--- src/logic/pfs_pkg.sv ---
// Purpose: Shared constants and types for the pin function select block
// Assumes: One 50 MHz system clock, Avalon-MM register access
// Notes: Register offsets are byte addresses of aligned 32-bit words
package pfs_pkg;

  // Pin order used on every per-pin vector
  localparam int NUM_PINS = 10;
  localparam int PIN_PB0 = 0;
  localparam int PIN_PB1 = 1;
  localparam int PIN_PB2 = 2;
  localparam int PIN_PB4 = 3;
  localparam int PIN_PB5 = 4;
  localparam int PIN_PB6 = 5;
  localparam int PIN_PC0 = 6;
  localparam int PIN_PC1 = 7;
  localparam int PIN_PC2 = 8;
  localparam int PIN_PC3 = 9;

  // Field position of each pin inside {pc_low, pb_high, pb_low}
  localparam int SEL_LSB [NUM_PINS] = '{0, 2, 4, 8, 10, 12, 16, 18, 20, 22};

  // Register byte offsets
  localparam logic [3:0] OFS_PB_LOW = 4'h0;
  localparam logic [3:0] OFS_PB_HIGH = 4'h4;
  localparam logic [3:0] OFS_PC_LOW = 4'h8;

  // Values after reset
  localparam logic [7:0] RST_SEL = 8'h00;

  // Implemented bits per register and variant
  localparam logic [7:0] MASK_PB_LOW = 8'hff;
  localparam logic [7:0] MASK_PB_HIGH_SMALL = 8'h03;
  localparam logic [7:0] MASK_PB_HIGH_LARGE = 8'h3f;
  localparam logic [7:0] MASK_PC_LOW_SMALL = 8'h3f;
  localparam logic [7:0] MASK_PC_LOW_MID = 8'hff;

  // Device variants
  typedef enum logic [1:0] {
    VAR_SMALL = 2'h0,
    VAR_MID = 2'h1,
    VAR_LARGE = 2'h2
  } pfs_variant_t;

  // Function that a pin carries
  typedef enum logic [4:0] {
    FN_GPIO = 5'h00, FN_TMR0_OUT = 5'h01, FN_AN3 = 5'h02,
    FN_XT1 = 5'h03, FN_AN4 = 5'h04, FN_XT2 = 5'h05,
    FN_AN6 = 5'h06, FN_TX = 5'h07, FN_CLK_OUT = 5'h08,
    FN_AMP0_OUT = 5'h09, FN_COM2 = 5'h0a, FN_AN7 = 5'h0b,
    FN_COM1 = 5'h0c, FN_SERIAL_DATA_IN_OR_TWOWIRE_DATA = 5'h0d, FN_RX = 5'h0e,
    FN_SCK_SCL = 5'h0f, FN_SDO = 5'h10, FN_OSCILLATOR_TERMINAL_TWO = 5'h11,
    FN_SCS_N = 5'h12, FN_OSCILLATOR_TERMINAL_ONE = 5'h13, FN_C1_OUT = 5'h14,
    FN_TMR1_OUT = 5'h15
  } pfs_func_t;

  // Code-to-function table, entry n for selector code n
  typedef pfs_func_t [3:0] pfs_tbl_t;

  // Digital outputs of the peripherals sharing the pins
  typedef struct packed {
    logic tmr0_out;
    logic tmr1_out;
    logic tx;
    logic serial_data_out;
    logic sck_o;
    logic sck_oe;
    logic sda_o;
    logic sda_oe;
    logic scs_n_o;
    logic scs_oe;
    logic c1_out;
    logic sysclk_out;
    logic sysclk_run;
  } pfs_periph_t;

endpackage

--- src/logic/pfs_pin_mux.sv ---
// Purpose: One pin's function decode and output drive
// Assumes: Selector code is already masked for the variant
// Notes: All outputs registered, one cycle behind the code
`timescale 1ns/1ns
`default_nettype none
module pfs_pin_mux import pfs_pkg::*; #(
  parameter pfs_tbl_t TABLE = '{FN_GPIO, FN_GPIO, FN_GPIO, FN_GPIO}
) (
  input wire logic clock, // System clock
  input wire logic rst, // Async reset, active high
  input wire logic ce, // Clock enable
  input wire logic [1:0] code, // Selector field
  input wire logic gpio_o, // Port data out
  input wire logic gpio_oe, // Port direction, high drives
  input wire pfs_periph_t periph, // Peripheral outputs
  output pfs_func_t func, // Selected function
  output logic pad_o, // Pad output level
  output logic pad_oe, // Pad output enable
  output logic analog_en // Pad handed to analog side
);

  pfs_func_t next_func; // Decoded function
  logic next_pad_o; // Drive level
  logic next_pad_oe; // Drive enable
  logic next_analog_en; // Analog path

  // Table lookup, then the driver for that function
  always_comb begin
    next_func = TABLE[code];
    next_pad_o = 1'b0;
    next_pad_oe = 1'b0;
    next_analog_en = 1'b0;
    case (next_func)
      FN_GPIO: begin
        next_pad_o = gpio_o;
        next_pad_oe = gpio_oe;
      end
      FN_TMR0_OUT: begin
        next_pad_o = periph.tmr0_out;
        next_pad_oe = 1'b1;
      end
      FN_TMR1_OUT: begin
        next_pad_o = periph.tmr1_out;
        next_pad_oe = 1'b1;
      end
      FN_TX: begin
        next_pad_o = periph.tx;
        next_pad_oe = 1'b1;
      end
      FN_SDO: begin
        next_pad_o = periph.serial_data_out;
        next_pad_oe = 1'b1;
      end
      FN_C1_OUT: begin
        next_pad_o = periph.c1_out;
        next_pad_oe = 1'b1;
      end
      FN_SCK_SCL: begin
        next_pad_o = periph.sck_o;
        next_pad_oe = periph.sck_oe;
      end
      FN_SERIAL_DATA_IN_OR_TWOWIRE_DATA: begin
        next_pad_o = periph.sda_o;
        next_pad_oe = periph.sda_oe;
      end
      FN_SCS_N: begin
        next_pad_o = periph.scs_n_o;
        next_pad_oe = periph.scs_oe;
      end
      FN_CLK_OUT: begin
        // Stopped clock parks the pin high
        next_pad_o = periph.sysclk_run ? periph.sysclk_out : 1'b1;
        next_pad_oe = 1'b1;
      end
      FN_RX: begin
        next_pad_oe = 1'b0; // Input only
      end
      // Analog, crystal, oscillator, LCD and amplifier pins
      FN_AN3, FN_AN4, FN_AN6, FN_AN7, FN_XT1, FN_XT2, FN_OSCILLATOR_TERMINAL_ONE, FN_OSCILLATOR_TERMINAL_TWO,
      FN_COM1, FN_COM2, FN_AMP0_OUT: begin
        next_analog_en = 1'b1;
      end
      default: begin
        next_pad_oe = 1'b0;
      end
    endcase
  end

  // Output flops, frozen while ce is low
  always_ff @(posedge clock or posedge rst) begin
    if (rst) begin
      func <= FN_GPIO;
      pad_o <= 1'b0;
      pad_oe <= 1'b0;
      analog_en <= 1'b0;
    end else if (ce) begin
      func <= next_func;
      pad_o <= next_pad_o;
      pad_oe <= next_pad_oe;
      analog_en <= next_analog_en;
    end
  end

endmodule
`default_nettype wire

--- src/logic/pfs_pin_select.sv ---
// Purpose: Port B/C lower pin function selectors with register access
// Assumes: Avalon-MM slave, 50 MHz clock, async active-high reset
// Notes: Variant is fixed at build time; absent fields read zero
`timescale 1ns/1ns
`default_nettype none
module pfs_pin_select import pfs_pkg::*; #(
  parameter pfs_variant_t VARIANT = VAR_MID // Device variant
) (
  input wire logic clock, // System clock, 50 MHz
  input wire logic rst, // Async reset, active high
  input wire logic ce, // Clock enable, freezes all state
  input wire logic [3:0] avs_address, // Byte address
  input wire logic avs_read, // Read request
  input wire logic avs_write, // Write request
  input wire logic [31:0] avs_writedata, // Write data
  input wire logic [3:0] avs_byteenable, // Byte lanes
  output logic [31:0] avs_readdata, // Read data, registered
  output logic avs_waitrequest, // Stall, combinational
  input wire logic [NUM_PINS-1:0] gpio_o, // Port data per pin
  input wire logic [NUM_PINS-1:0] gpio_oe, // Port direction per pin
  input wire pfs_periph_t periph, // Peripheral outputs
  output logic [NUM_PINS-1:0] pad_o, // Pad level
  output logic [NUM_PINS-1:0] pad_oe, // Pad enable, high drives
  output logic [NUM_PINS-1:0] analog_en, // Pad on analog path
  output pfs_func_t [NUM_PINS-1:0] pin_func // Function per pin
);

  // Implemented-bit masks for this variant
  localparam logic [7:0] PB_HIGH_MASK =
    (VARIANT == VAR_SMALL) ? MASK_PB_HIGH_SMALL : MASK_PB_HIGH_LARGE;
  localparam logic [7:0] PC_LOW_MASK =
    (VARIANT == VAR_SMALL) ? MASK_PC_LOW_SMALL : MASK_PC_LOW_MID;

  // Code-to-function table of one pin on this variant
  function automatic pfs_tbl_t pin_table(input int pin);
    pfs_tbl_t t;
    // Patterns, not concatenations, so each entry stays an enum value
    t = '{FN_GPIO, FN_GPIO, FN_GPIO, FN_GPIO};
    case (pin)
      PIN_PB0: begin
        t = '{FN_XT1, FN_AN3, FN_TMR0_OUT, FN_GPIO};
      end
      PIN_PB1: begin
        t = '{FN_XT2, FN_GPIO, FN_AN4, FN_GPIO};
      end
      PIN_PB2: begin
        // Code 11 left as gpio with timer clock input
        t = '{FN_GPIO, FN_TX, FN_AN6, FN_GPIO};
      end
      PIN_PB4: begin
        t = '{FN_GPIO, FN_AMP0_OUT, FN_CLK_OUT, FN_GPIO};
      end
      PIN_PB5: begin
        t = '{FN_AN7, FN_TX, FN_COM2, FN_GPIO};
      end
      PIN_PB6: begin
        t = '{FN_RX, FN_SERIAL_DATA_IN_OR_TWOWIRE_DATA, FN_COM1, FN_GPIO};
      end
      PIN_PC0: begin
        t = '{FN_GPIO, FN_OSCILLATOR_TERMINAL_ONE, FN_SCS_N, FN_GPIO};
      end
      PIN_PC1: begin
        t = '{FN_GPIO, FN_OSCILLATOR_TERMINAL_TWO, FN_SDO, FN_GPIO};
      end
      PIN_PC2: begin
        if (VARIANT == VAR_SMALL) begin
          t = '{FN_GPIO, FN_GPIO, FN_SCK_SCL, FN_GPIO};
        end else begin
          t = '{FN_GPIO, FN_GPIO, FN_TMR1_OUT, FN_GPIO};
        end
      end
      PIN_PC3: begin
        t = '{FN_C1_OUT, FN_SDO, FN_GPIO, FN_GPIO};
      end
      default: begin
        t = '{FN_GPIO, FN_GPIO, FN_GPIO, FN_GPIO};
      end
    endcase
    return t;
  endfunction

  logic [7:0] pb_low_sel; // Port B low selector register
  logic [7:0] pb_high_sel; // Port B high selector register
  logic [7:0] pc_low_sel; // Port C low selector register
  logic ack; // Answer phase of a bus access
  logic req; // Any access pending
  logic accept; // Access completes this edge
  logic wr_lane0; // Write touching the data byte
  logic [7:0] next_rdata; // Read mux
  logic [23:0] all_sel; // All fields side by side

  // Bus handshake: one wait cycle, then completion
  assign req = avs_read | avs_write;
  assign accept = req & ack & ce;
  assign avs_waitrequest = req & ~(ack & ce);
  assign wr_lane0 = avs_write & accept & avs_byteenable[0];

  // Answer-phase flag, clears on the completing edge
  always_ff @(posedge clock or posedge rst) begin
    if (rst) begin
      ack <= 1'b0;
    end else if (ce) begin
      ack <= req & ~ack;
    end
  end

  // Port B low selector, all bits live
  always_ff @(posedge clock or posedge rst) begin
    if (rst) begin
      pb_low_sel <= RST_SEL;
    end else if (ce && wr_lane0 && avs_address == OFS_PB_LOW) begin
      pb_low_sel <= avs_writedata[7:0] & MASK_PB_LOW;
    end
  end

  // Port B high selector; absent bits never store
  always_ff @(posedge clock or posedge rst) begin
    if (rst) begin
      pb_high_sel <= RST_SEL;
    end else if (ce && wr_lane0 && avs_address == OFS_PB_HIGH) begin
      pb_high_sel <= avs_writedata[7:0] & PB_HIGH_MASK;
    end
  end

  // Port C low selector; small variant lacks bits 7:6
  always_ff @(posedge clock or posedge rst) begin
    if (rst) begin
      pc_low_sel <= RST_SEL;
    end else if (ce && wr_lane0 && avs_address == OFS_PC_LOW) begin
      pc_low_sel <= avs_writedata[7:0] & PC_LOW_MASK;
    end
  end

  // Read mux; unmapped offsets read zero
  always_comb begin
    case (avs_address)
      OFS_PB_LOW: begin
        next_rdata = pb_low_sel;
      end
      OFS_PB_HIGH: begin
        next_rdata = pb_high_sel & PB_HIGH_MASK;
      end
      OFS_PC_LOW: begin
        next_rdata = pc_low_sel & PC_LOW_MASK;
      end
      default: begin
        next_rdata = 8'h00;
      end
    endcase
  end

  // Read data captured as the wait cycle ends
  always_ff @(posedge clock or posedge rst) begin
    if (rst) begin
      avs_readdata <= 32'h0000_0000;
    end else if (ce && avs_read && !ack) begin
      avs_readdata <= {24'h00_0000, next_rdata};
    end
  end

  // Fields feeding the pin decoders
  assign all_sel = {pc_low_sel, pb_high_sel, pb_low_sel};

  // One decoder per pin, table chosen by variant
  for (genvar p = 0; p < NUM_PINS; p++) begin : g_pin
    pfs_pin_mux #(
      .TABLE(pin_table(p))
    ) u_mux (
      .clock(clock),
      .rst(rst),
      .ce(ce),
      .code(all_sel[SEL_LSB[p] +: 2]),
      .gpio_o(gpio_o[p]),
      .gpio_oe(gpio_oe[p]),
      .periph(periph),
      .func(pin_func[p]),
      .pad_o(pad_o[p]),
      .pad_oe(pad_oe[p]),
      .analog_en(analog_en[p])
    );
  end

endmodule
`default_nettype wire

--- config.mk ---
export PLATFORM = sky130hd
export DESIGN_NAME = pfs_pin_select
export DESIGN_NICKNAME = d
export VERILOG_FILES = /design/src/logic/pfs_pkg.sv /design/src/logic/pfs_pin_mux.sv /design/src/logic/pfs_pin_select.sv
export SDC_FILE = /design/constraint.sdc
export NUM_CORES = 1
export LEC_CHECK = 0
export CORE_MARGIN = 2
export CORE_UTILIZATION = 45
export CTS_CLUSTER_SIZE = 24
export DETAILED_ROUTE_END_ITERATION = 8
export DONT_BUFFER_PORTS = 1
export PLACE_DENSITY = 0.6
export SYNTH_ARGS = -nofsm -noshare
export SYNTH_HDL_FRONTEND = slang
export SYNTH_HIERARCHICAL = 1
export SYNTH_SLANG_ARGS = --single-unit
--- constraint.sdc ---
create_clock -name clock -period 5.31 [get_ports clock]
set_clock_uncertainty 0.2 [all_clocks]
set_input_delay 0.531 -clock clock [delete_from_list [all_inputs] [get_ports clock]]
set_output_delay 0.531 -clock clock [all_outputs]
set_load 0.05 [all_outputs]
* Word-level counts from Yosys, hierarchy flattened *
Index checks and enable logic that the tools add are counted.

operators by class
  $lt $le $gt $ge = 10
  eq/ne operators = 202
  multiplexer cells = 52
  bitwise operators = 10
  reduce and logical (&&, ||, !) cells = 38

operator list
  operator            count
  $eq 5x4->1 const B  70
  $eq 5x5->1 const B  60
  $eq 5x3->1 const B  40
  $reduce_or 11->1    10
  $bmux 5 s2          10
  $eq 5x2->1 const B  20
  $pmux 1 s10         10
  $reduce_or 6->1     10
  $eq 5x1->1 const B  10
  $logic_not 5->1     10
  $mux 5              10
  $pmux 1 s5          10
  $lt 2x3->1 const B  10
  $pmux 8 s3          1
  $mux 1              11
  $and 1x1->1         7
  $logic_and 1x1->1   6
  $eq 4x3->1 const B  1
  $eq 4x4->1 const B  1
  $logic_not 4->1     1
  $not 1->1           2
  $logic_not 1->1     1
  $or 1x1->1          1

word-level totals
  flip-flop bits (word level) = 111
  bits of input ports = 78
  output and inout bits = 113
  word-level logic and storage cells = 357

* Longest topological paths before layout *
Gate-level depths: netlist of run 1.

  word-level depth = 7
  gate-level depth with buffers = 5
  mapped depth without buffers = 5

* By module *
Netlist of run 1, hierarchy kept.

by module, submodules not included
  module                         instances  cells an instance  area each (um^2)
  pfs_pin_select                 1          129                1,647.8
  pfs_pin_mux at g_pin[2].u_mux  1          30                 324.1
  pfs_pin_mux at g_pin[4].u_mux  1          28                 316.6
  pfs_pin_mux at g_pin[3].u_mux  1          31                 311.5
  pfs_pin_mux at g_pin[5].u_mux  1          31                 294.0
  pfs_pin_mux at g_pin[6].u_mux  1          27                 279.0
  pfs_pin_mux at g_pin[7].u_mux  1          26                 270.3
  pfs_pin_mux at g_pin[9].u_mux  1          25                 250.2
  pfs_pin_mux at g_pin[0].u_mux  1          23                 239.0
  pfs_pin_mux at g_pin[1].u_mux  1          21                 217.7
  pfs_pin_mux at g_pin[8].u_mux  1          18                 190.2

* Worst setup path after synthesis of run 1 *
No wires, ideal clock.

  kind = in2out
  start point = in avs_write
  end point = out avs_waitrequest
  data arrival time = 1.319 ns
  path slack = 3.260 ns
  cell stages on the path = 2
  buffers on the path = 0
  path through = nor2_1 > a21oi_1

between the ends
  longest elaborated chain between the ends = 2

ends and longest elaborated chain
  what             RTL line              source
  start, declared  pfs_pin_select.sv:14  input wire logic avs_write,
  $or 1x1->1       pfs_pin_select.sv:93  assign req = avs_read | avs_write;
  $and 1x1->1      pfs_pin_select.sv:95  assign avs_waitrequest = req & ~(ack & ce);
  end, declared    pfs_pin_select.sv:18  output logic avs_waitrequest,

No other way between the ends.

* Worst setup path in the final report of run 1 *
  start point = reg ack
  end point = out avs_waitrequest

between the ends
  longest elaborated chain between the ends = 3

ends and longest elaborated chain
  what                    RTL line               source
  start, declared         pfs_pin_select.sv:85   logic ack;
  start signal, assigned  pfs_pin_select.sv:103  ack <= req & ~ack;
  $and 1x1->1             pfs_pin_select.sv:95
  $not 1->1               pfs_pin_select.sv:95
  $and 1x1->1             pfs_pin_select.sv:95

No other way between the ends.

==> reports/qor.csv, run 1 <==
stage,metric,value,unit
run_status,run_status,"finished, final reports clean",
logic_synthesis,synth-seq-cells,81,
timing,fmax,432,MHz
finish,num-fill-cells,886,
logic_synthesis,synth_top_area_share,46.7,%
timing,rsz0062_at_grt,no,
routing,avgRoutedWirePerCell,16.3,um
timing,finalHoldViolCount,0,
place,gp_congestion,0.733,
logic_synthesis,yosysWarnings,6,
finish,fin_nets,467,
timing,drv_slew,0,
place,io_buffer_count,0,
routing,ant_nets,0,
global_routing,antenna_found_initial,0,
global_routing,grt_usage,16.6,%
finish,syn_to_final_growth,0.202,%
setup_path,cp_cell_sequence,a21oi_1,
setup_path,worst-path-stages,1,
pwr,max-vdd-ir-drop,184,uV
setup_path,startpoint_type,register,
logic_synthesis,yosysMostFrequentCell,dfrtp_1,
logic_synthesis,synthTopCellsByArea,"dfrtp_1, buf_4, mux2_4, mux2_2, ha_1",
logic_synthesis,synth_common_cells,"dfrtp_1, buf_4, inv_1, mux2_4",
setup_path,crit-reg2reg-capture,pb_high_sel[3],
min_path,hold_path_class,in -> reg,
place,dpl_cell_area,4150,um^2
floorplan,placement_rows,35,
routing,drtIter0Drc,50,
logic_synthesis,syn_area_per_cell,11.2,um^2
global_routing,grt_first_pass_wirelength,13100,um
clock_tree,post-cts-setup-buffers,0,
floorplan,core,9280,um^2
pwr,p_per_area,353,nW/um^2
setup_path,cp_slowest_cell,a21oi_1,
floorplan,die_y,102,um
clock_tree,root_buffer,clkbuf_8,
routing,viasPerCell,4.84,
setup_path,worstPathMaxFanout,4,
routing,dr.pass1.iters,4,
finish,n_antenna_cell,0,
logic_synthesis,synth_edf_count,0,
pwr,leakage,2.10,nW
finish,seqCellArea,2030,um^2
clock_tree,htreeDepth,3,
floorplan,initial_utilization,46.8,%
timing,worst_pin_slew,1.02,ns
floorplan,die_w,102,um
finish,final_cell_area,4350,um^2
timing,slew-limit-headroom,32.1,%
setup_path,crit_family,compound AO/OA/AOI/OAI gates,
routing,dr_total_vias,2462,
logic_synthesis,synth_seq_area_share,46.7,%
logic_synthesis,synth_top_area_cell,dfrtp_1,
routing,route.detailed.drc,0,
timing,tns,0,ns
global_routing,first_global_vias,2535,
setup_path,timing.rr.start,ack,
pwr,p_total,1.54,mW
place,dp_hpwl,6120,um
clock_tree,cts-buffers-inserted,9,
timing,setup_violations,0,
logic_synthesis,yosysUniqueCellTypes,52,
logic_synthesis,async_flop_share,100,%
timing,timing.hold.ws,0.0693,ns
setup_path,reg2reg_slack,3.30,ns
setup_path,critPathLaunch,ack,
finish,layout-drive-gt1-share,17.6,%
clock_tree,cts.sinks,81,
setup_path,endpoint,avs_waitrequest,
setup_path,critical_path_arrival,1.58,ns
global_routing,grt_max_degree,85,
timing,layout_worst_path_cycle_share,43.5,%
job,max_cap_viol_count,0,
setup_path,r2r_cells,3,
clock_tree,clock_latency,0.35,ns
clock_tree,cts_tree,yes,
global_routing,gr-total-overflow,0,
setup_path,crit_type,reg -> out,
finish,multi_input_area,1780,um^2
floorplan,die_area,10400,um^2
setup_path,critPathRequiredTime,4.58,ns
setup_path,critPathMaxStageDelay,0.80,ns
routing,finalWirelength,8290,um
logic_synthesis,synth_area,4340,um^2
logic_synthesis,synthFlopType,dfrtp_1,
finish,final_util,46.8,%
logic_synthesis,syn_inst,389,
clock_tree,cts.clk_slew.worst_paths,0.08,ns
floorplan,ios,191,
setup_path,cp_num_buf_inv,0,
setup_path,cp-end-kind,output pin,
clock_tree,cts_buffer_depth,2,
timing,period_needed,2.31,ns
-- what timing repair did --
action,CTS,global route
gates resized for setup,0,0
hold buffers,1,0
endpoints found under the hold margin,56,0
-- cell families after synthesis --
family	synth area share, %
adder cells (fa/ha/maj)	4.04
multiplexers	13.7
buffers and inverters	15.5
flip-flops	46.7
AND/OR/NAND/NOR	8.91
other	0.951
AO/OA/AOI/OAI	10.1
-- power breakdown --
part	switching [mW]	internal [mW]
Combinational	0.146	0.0769
Clock	0.213	0.230
Sequential	0.204	0.667
-- area by class of cell --
cell class | count | share of cell area [%]
Multi-Input combinational cell | 235 | 40.9
Clock buffer | 13 | 3.42
Timing Repair Buffer | 3 | 0.575
Tap cell | 129 | 3.71
Inverter | 45 | 3.88
Clock inverter | 3 | 0.921
Sequential cell | 81 | 46.6
-- state kept, by name (all words and copies together), names as in the netlist --
register               flops
pc_low_sel                 8
g_pin.u_mux/analog_en      9
ack                        1
g_pin.u_mux/pad_oe        10
pb_low_sel                 8
g_pin.u_mux/pad_o         10
avs_readdata               8
g_pin.u_mux/func          21
pb_high_sel                6
-- metal layers --
| metal | share of wire (%) | GRT usage, % |
|---|---|---|
| met1 | 43 | 21.3 |
| met2 | 46 | 25.4 |
| met3 | 9.6 | 6.84 |
| met4 | 1.5 | 5.64 |
| met5 | 0 | 0 |
-- layout by cell type, fill, tap and decap left out, drive strengths merged, types with 2 or more instances in the layout --
cell     n
inv     45
nor2b    3
and2b    2
nand3b   4
ha      14
a22o     3
o22ai    9
nand2b  10
conb    48
nor2    10
o211ai   3
o22a     2
mux2i   10
mux2    37
buf      2
o21ai   22
nor3     2
o21bai   2
dfrtp   81
nand4b   3
a21oi   11
clkbuf  13
a22oi    6
nand2   16
nand3    2
clkinv   2
-- per-stage QoR --
step,instances,worst slack [ns]
after floorplan,426,3.26
after global placement,492,3.16
after detailed placement,492,3.16
after CTS,509,2.98
after global routing,509,2.92
final,509,3.00
-- how the worst min path moves through the flow --
stage          startpoint                  endpoint  slack [ns]  depth (start not counted)
2_1_floorplan         rst    g_pin[8].u_mux/func[2]        0.08                          1
4_1_cts                ce  g_pin[9].u_mux/analog_en        0.04                          1
5_1_grt                ce    g_pin[7].u_mux/func[4]        0.06                          1
3_3_place_gp          rst    g_pin[8].u_mux/func[2]         0.1                          1
6_report               ce    g_pin[3].u_mux/func[3]        0.07                          1
3_5_place_dp          rst      g_pin[8].u_mux/pad_o         0.1                          1
(Power assumes the default switching activity.)
==> inputs of run 2 (changes only) <==
- clock period: 5.31 -> 2.2 ns (I/O delays scaled with it)
==> run 2 against run 1 <==
Against the previous run:
- clock-buffer cell count down 3
- first-iteration DRC count up 140%
- combinational power rose to 3.3 times the previous value
- sequential share of layout area down 5.6 points
- critical path depth up 3
- flip-flop and latch count unchanged
- clock power up 140%
- via count up 12%
- critical path type is now reg -> reg
- largest cell class unchanged
- highest routed layer unchanged
==> reports/qor.csv, run 2 (synthesis results as in run 1) <==
stage,metric,value,unit
run_status,run_status,"finished, final reports clean",
global_routing,gr-total-overflow,0,
pwr,max-vdd-ir-drop,355,uV
timing,period_needed,2.05,ns
routing,wl_met2,4490,um
global_routing,grt_usage,18.1,%
routing,dr.pass1.iters,4,
finish,layout-drive-gt1-share,17.8,%
finish,n_antenna_cell,0,
timing,rsz0062_at_grt,no,
finish,layout_commonest_cell,dfrtp_1,
floorplan,placement_rows,35,
routing,routed-wl-met3,699,um
global_routing,grt_first_pass_wirelength,14400,um
finish,final_cell_area,4940,um^2
clock_tree,cts_buffer_depth,2,
floorplan,die_y,102,um
pwr,leakage,2.37,nW
place,pre_cts_ws,0.215,ns
place,io_buffer_count,0,
timing,setup_violations,0,
clock_tree,cts_tree,yes,
finish,final_util,53.2,%
finish,num-fill-cells,832,
setup_path,startpoint_type,register,
routing,dr_total_vias,2769,
setup_path,critical_path_arrival,2.13,ns
finish,seqCellArea,2030,um^2
timing,drv_slew,0,
clock_tree,cts-buffers-inserted,9,
place,gp_congestion,0.730,
finish,multi_input_area,1780,um^2
clock_tree,clock_latency,0.34,ns
setup_path,crit_family,buffers and inverters,
setup_path,cp_num_buf_inv,1,
routing,highest_layer,met4,
setup_path,cp_cell_sequence,nand3b_1 > a2111oi_1 > dlygate4sd3_1 > a22o_1,
min_path,hold_path_class,in -> reg,
routing,viasPerCell,4.88,
setup_path,cp-end-kind,register,
routing,drtIter0Drc,119,
timing,layout_worst_path_cycle_share,93.0,%
timing,fin_ws,0.154,ns
pwr,p_per_area,776,nW/um^2
global_routing,grt_max_degree,77,
timing,timing.hold.ws,0.0437,ns
global_routing,first_global_vias,2832,
finish,fin_nets,527,
routing,ant_nets,0,
pwr,p_total,3.84,mW
routing,finalWirelength,9290,um
floorplan,die_w,102,um
finish,syn_to_final_growth,13.8,%
finish,largest_reg_flops,21,
timing,tns,0,ns
timing,fmax,489,MHz
place,dp_hpwl,6150,um
job,max_cap_viol_count,0,
place,placed_cells,500,
setup_path,cp_slowest_cell,dlygate4sd3_1,
routing,avgRoutedWirePerCell,16.4,um
place,dpl_cell_area,4210,um^2
setup_path,crit_type,reg -> reg,
routing,route.detailed.drc,0,
routing,drt-met1-wl,3990,um
floorplan,initial_utilization,46.8,%
timing,slew-limit-headroom,39.8,%
finish,final_cell_mix,"dfrtp_1, dlygate4sd3_1, conb_1",
finish,layout.cells.non_filler,567,
timing,finalHoldViolCount,0,
setup_path,critPathMaxStageDelay,0.62,ns
floorplan,core,9280,um^2
global_routing,antenna_found_initial,0,
finish,top_register,g_pin.u_mux/func,
timing,worst_pin_slew,0.903,ns
setup_path,critPathRequiredTime,2.28,ns
clock_tree,root_buffer,clkbuf_8,
finish,top_regs,"g_pin.u_mux/func: 21 flops, g_pin.u_mux/pad_o: 10 flops, g_pin.u_mux/pad_oe: 10 flops",
floorplan,ios,191,
clock_tree,cts.clk_slew.worst_paths,0.08,ns
clock_tree,htreeDepth,3,
floorplan,die_area,10400,um^2
clock_tree,cts.sinks,81,
setup_path,worstPathMaxFanout,4,
## run 2: cell count changes in the layout (fill, tap and decap cells not counted)
cell / previous run / this run
dlygate4sd3_1: 1 / 51
a2111oi_0: 1 / 0
buf_4: 2 / 11
clkinv_2: 2 / 3
a2111oi_1: 0 / 1
clkbuf_1: 3 / 0
buf_16: 0 / 1
## run 2: metal layers
layer	global-route usage, %	vias to the layer above
met5	0	-
met4	4.92	0
met3	6.22	12
met2	29.4	112
met1	23.2	1365
li1	-	1280
## run 2: worst paths after layout
| path | cells past startpoint | end | startpoint | slack, ns |
|---|---|---|---|---|
| min in group asynchronous | 2 | g_pin[8].u_mux/func[2] | rst | 0.37 |
| setup / recovery | 4 | avs_readdata[4] | ack | 0.15 |
| max in group asynchronous | 3 | pc_low_sel[4] | rst | 0.73 |
| setup reg to reg | 4 | avs_readdata[4] | ack | 0.15 |
| hold / removal | 3 | avs_readdata[3] | avs_address[2] | 0.04 |
| hold reg to reg | 1 | pb_low_sel[6] | pb_low_sel[6] | 0.32 |
## run 2: timing repair
action	4_1_cts	5_1_grt
hold buffers	52	0
gates resized for setup	0	1
buffers inserted	0	1
endpoints found under the setup margin	0	1
hold endpoints to repair	157	0
## run 2: cell type report
cell class                 instances  share of cell area (%)
sequential                        81                    41.0
multi-input combinational        235                    36.0
timing repair buffer              63                    12.6
inverter                          45                    3.42
tap                              129                    3.27
clock buffer                      10                    2.79
clock inverter                     4                   0.912
## run 2: power breakdown
| group | switching, mW | total [mW] | leakage (nW) | internal (mW) |
|---|---|---|---|---|
| Clock | 0.509 | 1.05 | 0.0978 | 0.537 |
| Sequential | 0.450 | 2.06 | 1.07 | 1.61 |
| Combinational | 0.449 | 0.727 | 1.21 | 0.278 |
## run 2: worst register-to-register path, stage by stage, from the launching register on
cell           delay (ns)
dfrtp_1              0.42
nand3b_1             0.23
a2111oi_1            0.38
dlygate4sd3_1        0.62
a22o_1               0.13
==> inputs of run 3 (changes only) <==
- PLACE_DENSITY: 0.6 -> 0.71
==> run 3 against run 2 <==
Against the previous run:
- core utilization rose by 0.16 points
- clock-buffer cell count grew 1
- critical path type unchanged
- largest power group unchanged
- hold slack lost 0.019 ns
- critical path depth unchanged
==> reports/qor.csv, run 3 (synthesis results as in run 1) <==
stage,metric,value,unit
run_status,run_status,"finished, final reports clean",
clock_tree,htreeDepth,3,
clock_tree,cts_hold_buf,49,
finish,layout-drive-gt1-share,17.7,%
clock_tree,cts_tree,yes,
timing,setup_violations,0,
clock_tree,cts.clk_slew.worst_paths,0.09,ns
finish,top_regs,"g_pin.u_mux/func: 21 flops, g_pin.u_mux/pad_o: 10 flops, g_pin.u_mux/pad_oe: 10 flops",
global_routing,grt_first_pass_wirelength,14700,um
routing,viasPerCell,4.80,
routing,drtIter0Drc,119,
setup_path,cp_slowest_cell,dlygate4sd3_1,
clock_tree,post-cts-setup-buffers,0,
routing,dr_total_vias,2708,
finish,final_util,53.4,%
setup_path,crit_family,buffers and inverters,
pwr,max-vdd-ir-drop,409,uV
clock_tree,cts-buffers-inserted,9,
global_routing,grt_max_degree,77,
place,pre_cts_ws,0.241,ns
finish,fin_nets,522,
timing,tns,0,ns
finish,syn_to_final_growth,14.2,%
setup_path,cp_cell_sequence,nand3b_1 > a2111oi_0 > dlygate4sd3_1 > a22o_1,
timing,layout_worst_path_cycle_share,92.7,%
setup_path,worstPathMaxFanout,5,
timing,timing.hold.ws,0.0244,ns
min_path,holdPathStages,3,
setup_path,critPathMaxStageDelay,0.60,ns
pwr,leakage,2.37,nW
setup_path,critPathRequiredTime,2.28,ns
job,max_cap_viol_count,0,
setup_path,startpoint_type,register,
timing,fmax,491,MHz
setup_path,crit_type,reg -> reg,
setup_path,critical_path_arrival,2.12,ns
global_routing,first_global_vias,2921,
setup_path,worst-path-stages,4,
global_routing,grt_usage,18.3,%
clock_tree,root_buffer,clkbuf_8,
finish,n_antenna_cell,0,
finish,final_cell_mix,"dfrtp_1, conb_1, dlygate4sd3_1",
clock_tree,cts.sinks,81,
timing,drv_slew,0,
timing,rsz0062_at_grt,no,
finish,largest_reg_flops,21,
clock_tree,cts_buffer_depth,2,
routing,avgRoutedWirePerCell,16.2,um
floorplan,die_w,102,um
setup_path,cp-end-kind,register,
floorplan,core,9280,um^2
clock_tree,clock_latency,0.34,ns
floorplan,die_area,10400,um^2
timing,period_needed,2.04,ns
clock_tree,cts.repair.resized,0,
floorplan,placement_rows,35,
routing,finalWirelength,9150,um
global_routing,gr-total-overflow,0,
floorplan,initial_utilization,46.8,%
timing,worst_pin_slew,0.906,ns
timing,fin_ws,0.162,ns
floorplan,die_y,102,um
global_routing,antenna_found_initial,0,
place,dp_hpwl,6360,um
routing,ant_nets,0,
timing,slew-limit-headroom,39.6,%
routing,dr.pass1.iters,4,
routing,route.detailed.drc,0,
place,gp_congestion,0.767,
min_path,hold_path_class,in -> reg,
floorplan,ios,191,
finish,layout_commonest_cell,dfrtp_1,
setup_path,cp_num_buf_inv,1,
place,io_buffer_count,0,
setup_path,r2r_cells,4,
finish,top_register,g_pin.u_mux/func,
pwr,p_per_area,827,nW/um^2
timing,finalHoldViolCount,0,
==> run 3: report_power, final <==
part	total [mW]	leakage, nW	internal, mW	switching [mW]
clock	1.31	0.120	0.784	0.527
combinational	0.721	1.19	0.273	0.448
sequential	2.06	1.07	1.61	0.452
==> run 3: layout make-up <==
| cell class | instances | area (um^2) |
|---|---|---|
| Clock buffer | 11 | 141 |
| Clock inverter | 5 | 103 |
| Fill cell | 824 | 4330 |
| Inverter | 45 | 169 |
| Multi-Input combinational cell | 235 | 1780 |
| Sequential cell | 81 | 2030 |
| Tap cell | 129 | 161 |
| Timing Repair Buffer | 58 | 576 |
==> run 3: worst register-to-register path, stage by stage (launching register included) <==
cell and delay, ns:
dfrtp_1 0.43, nand3b_1 0.27, a2111oi_0 0.38, dlygate4sd3_1 0.60
a22o_1 0.11
==> run 3: final timing paths <==
kind / from / endpoint / slack (ns)
min: avs_read / avs_readdata[6] / 0.02
min in group asynchronous: rst / g_pin[8].u_mux/func[2] / 0.31
max: ack / avs_readdata[4] / 0.16
max in group asynchronous: rst / avs_readdata[6] / 0.81
max reg2reg: ack / avs_readdata[4] / 0.16
min reg2reg: g_pin[8].u_mux/func[2] / g_pin[8].u_mux/func[2] / 0.33
==> run 3: metrics by stage <==
stage | area, um^2 | total power, mW | instances
CTS | 4950 | 4.14 | 564
finish | 4950 | 4.10 | 564
global placement | 4200 | 2.67 | 499
floorplan | 4480 | 2.69 | 426
detailed placement | 4200 | 2.69 | 499
global route | 4950 | 4.29 | 564
==> run 3: per-layer routing <==
metal,vias up,GRT usage [%],share of wire (%)
met1,1327,22.8,42
li1,1271,-,-
met5,-,0,0
met4,0,6.26,2.0
met3,13,5.20,6.7
met2,97,30.6,49
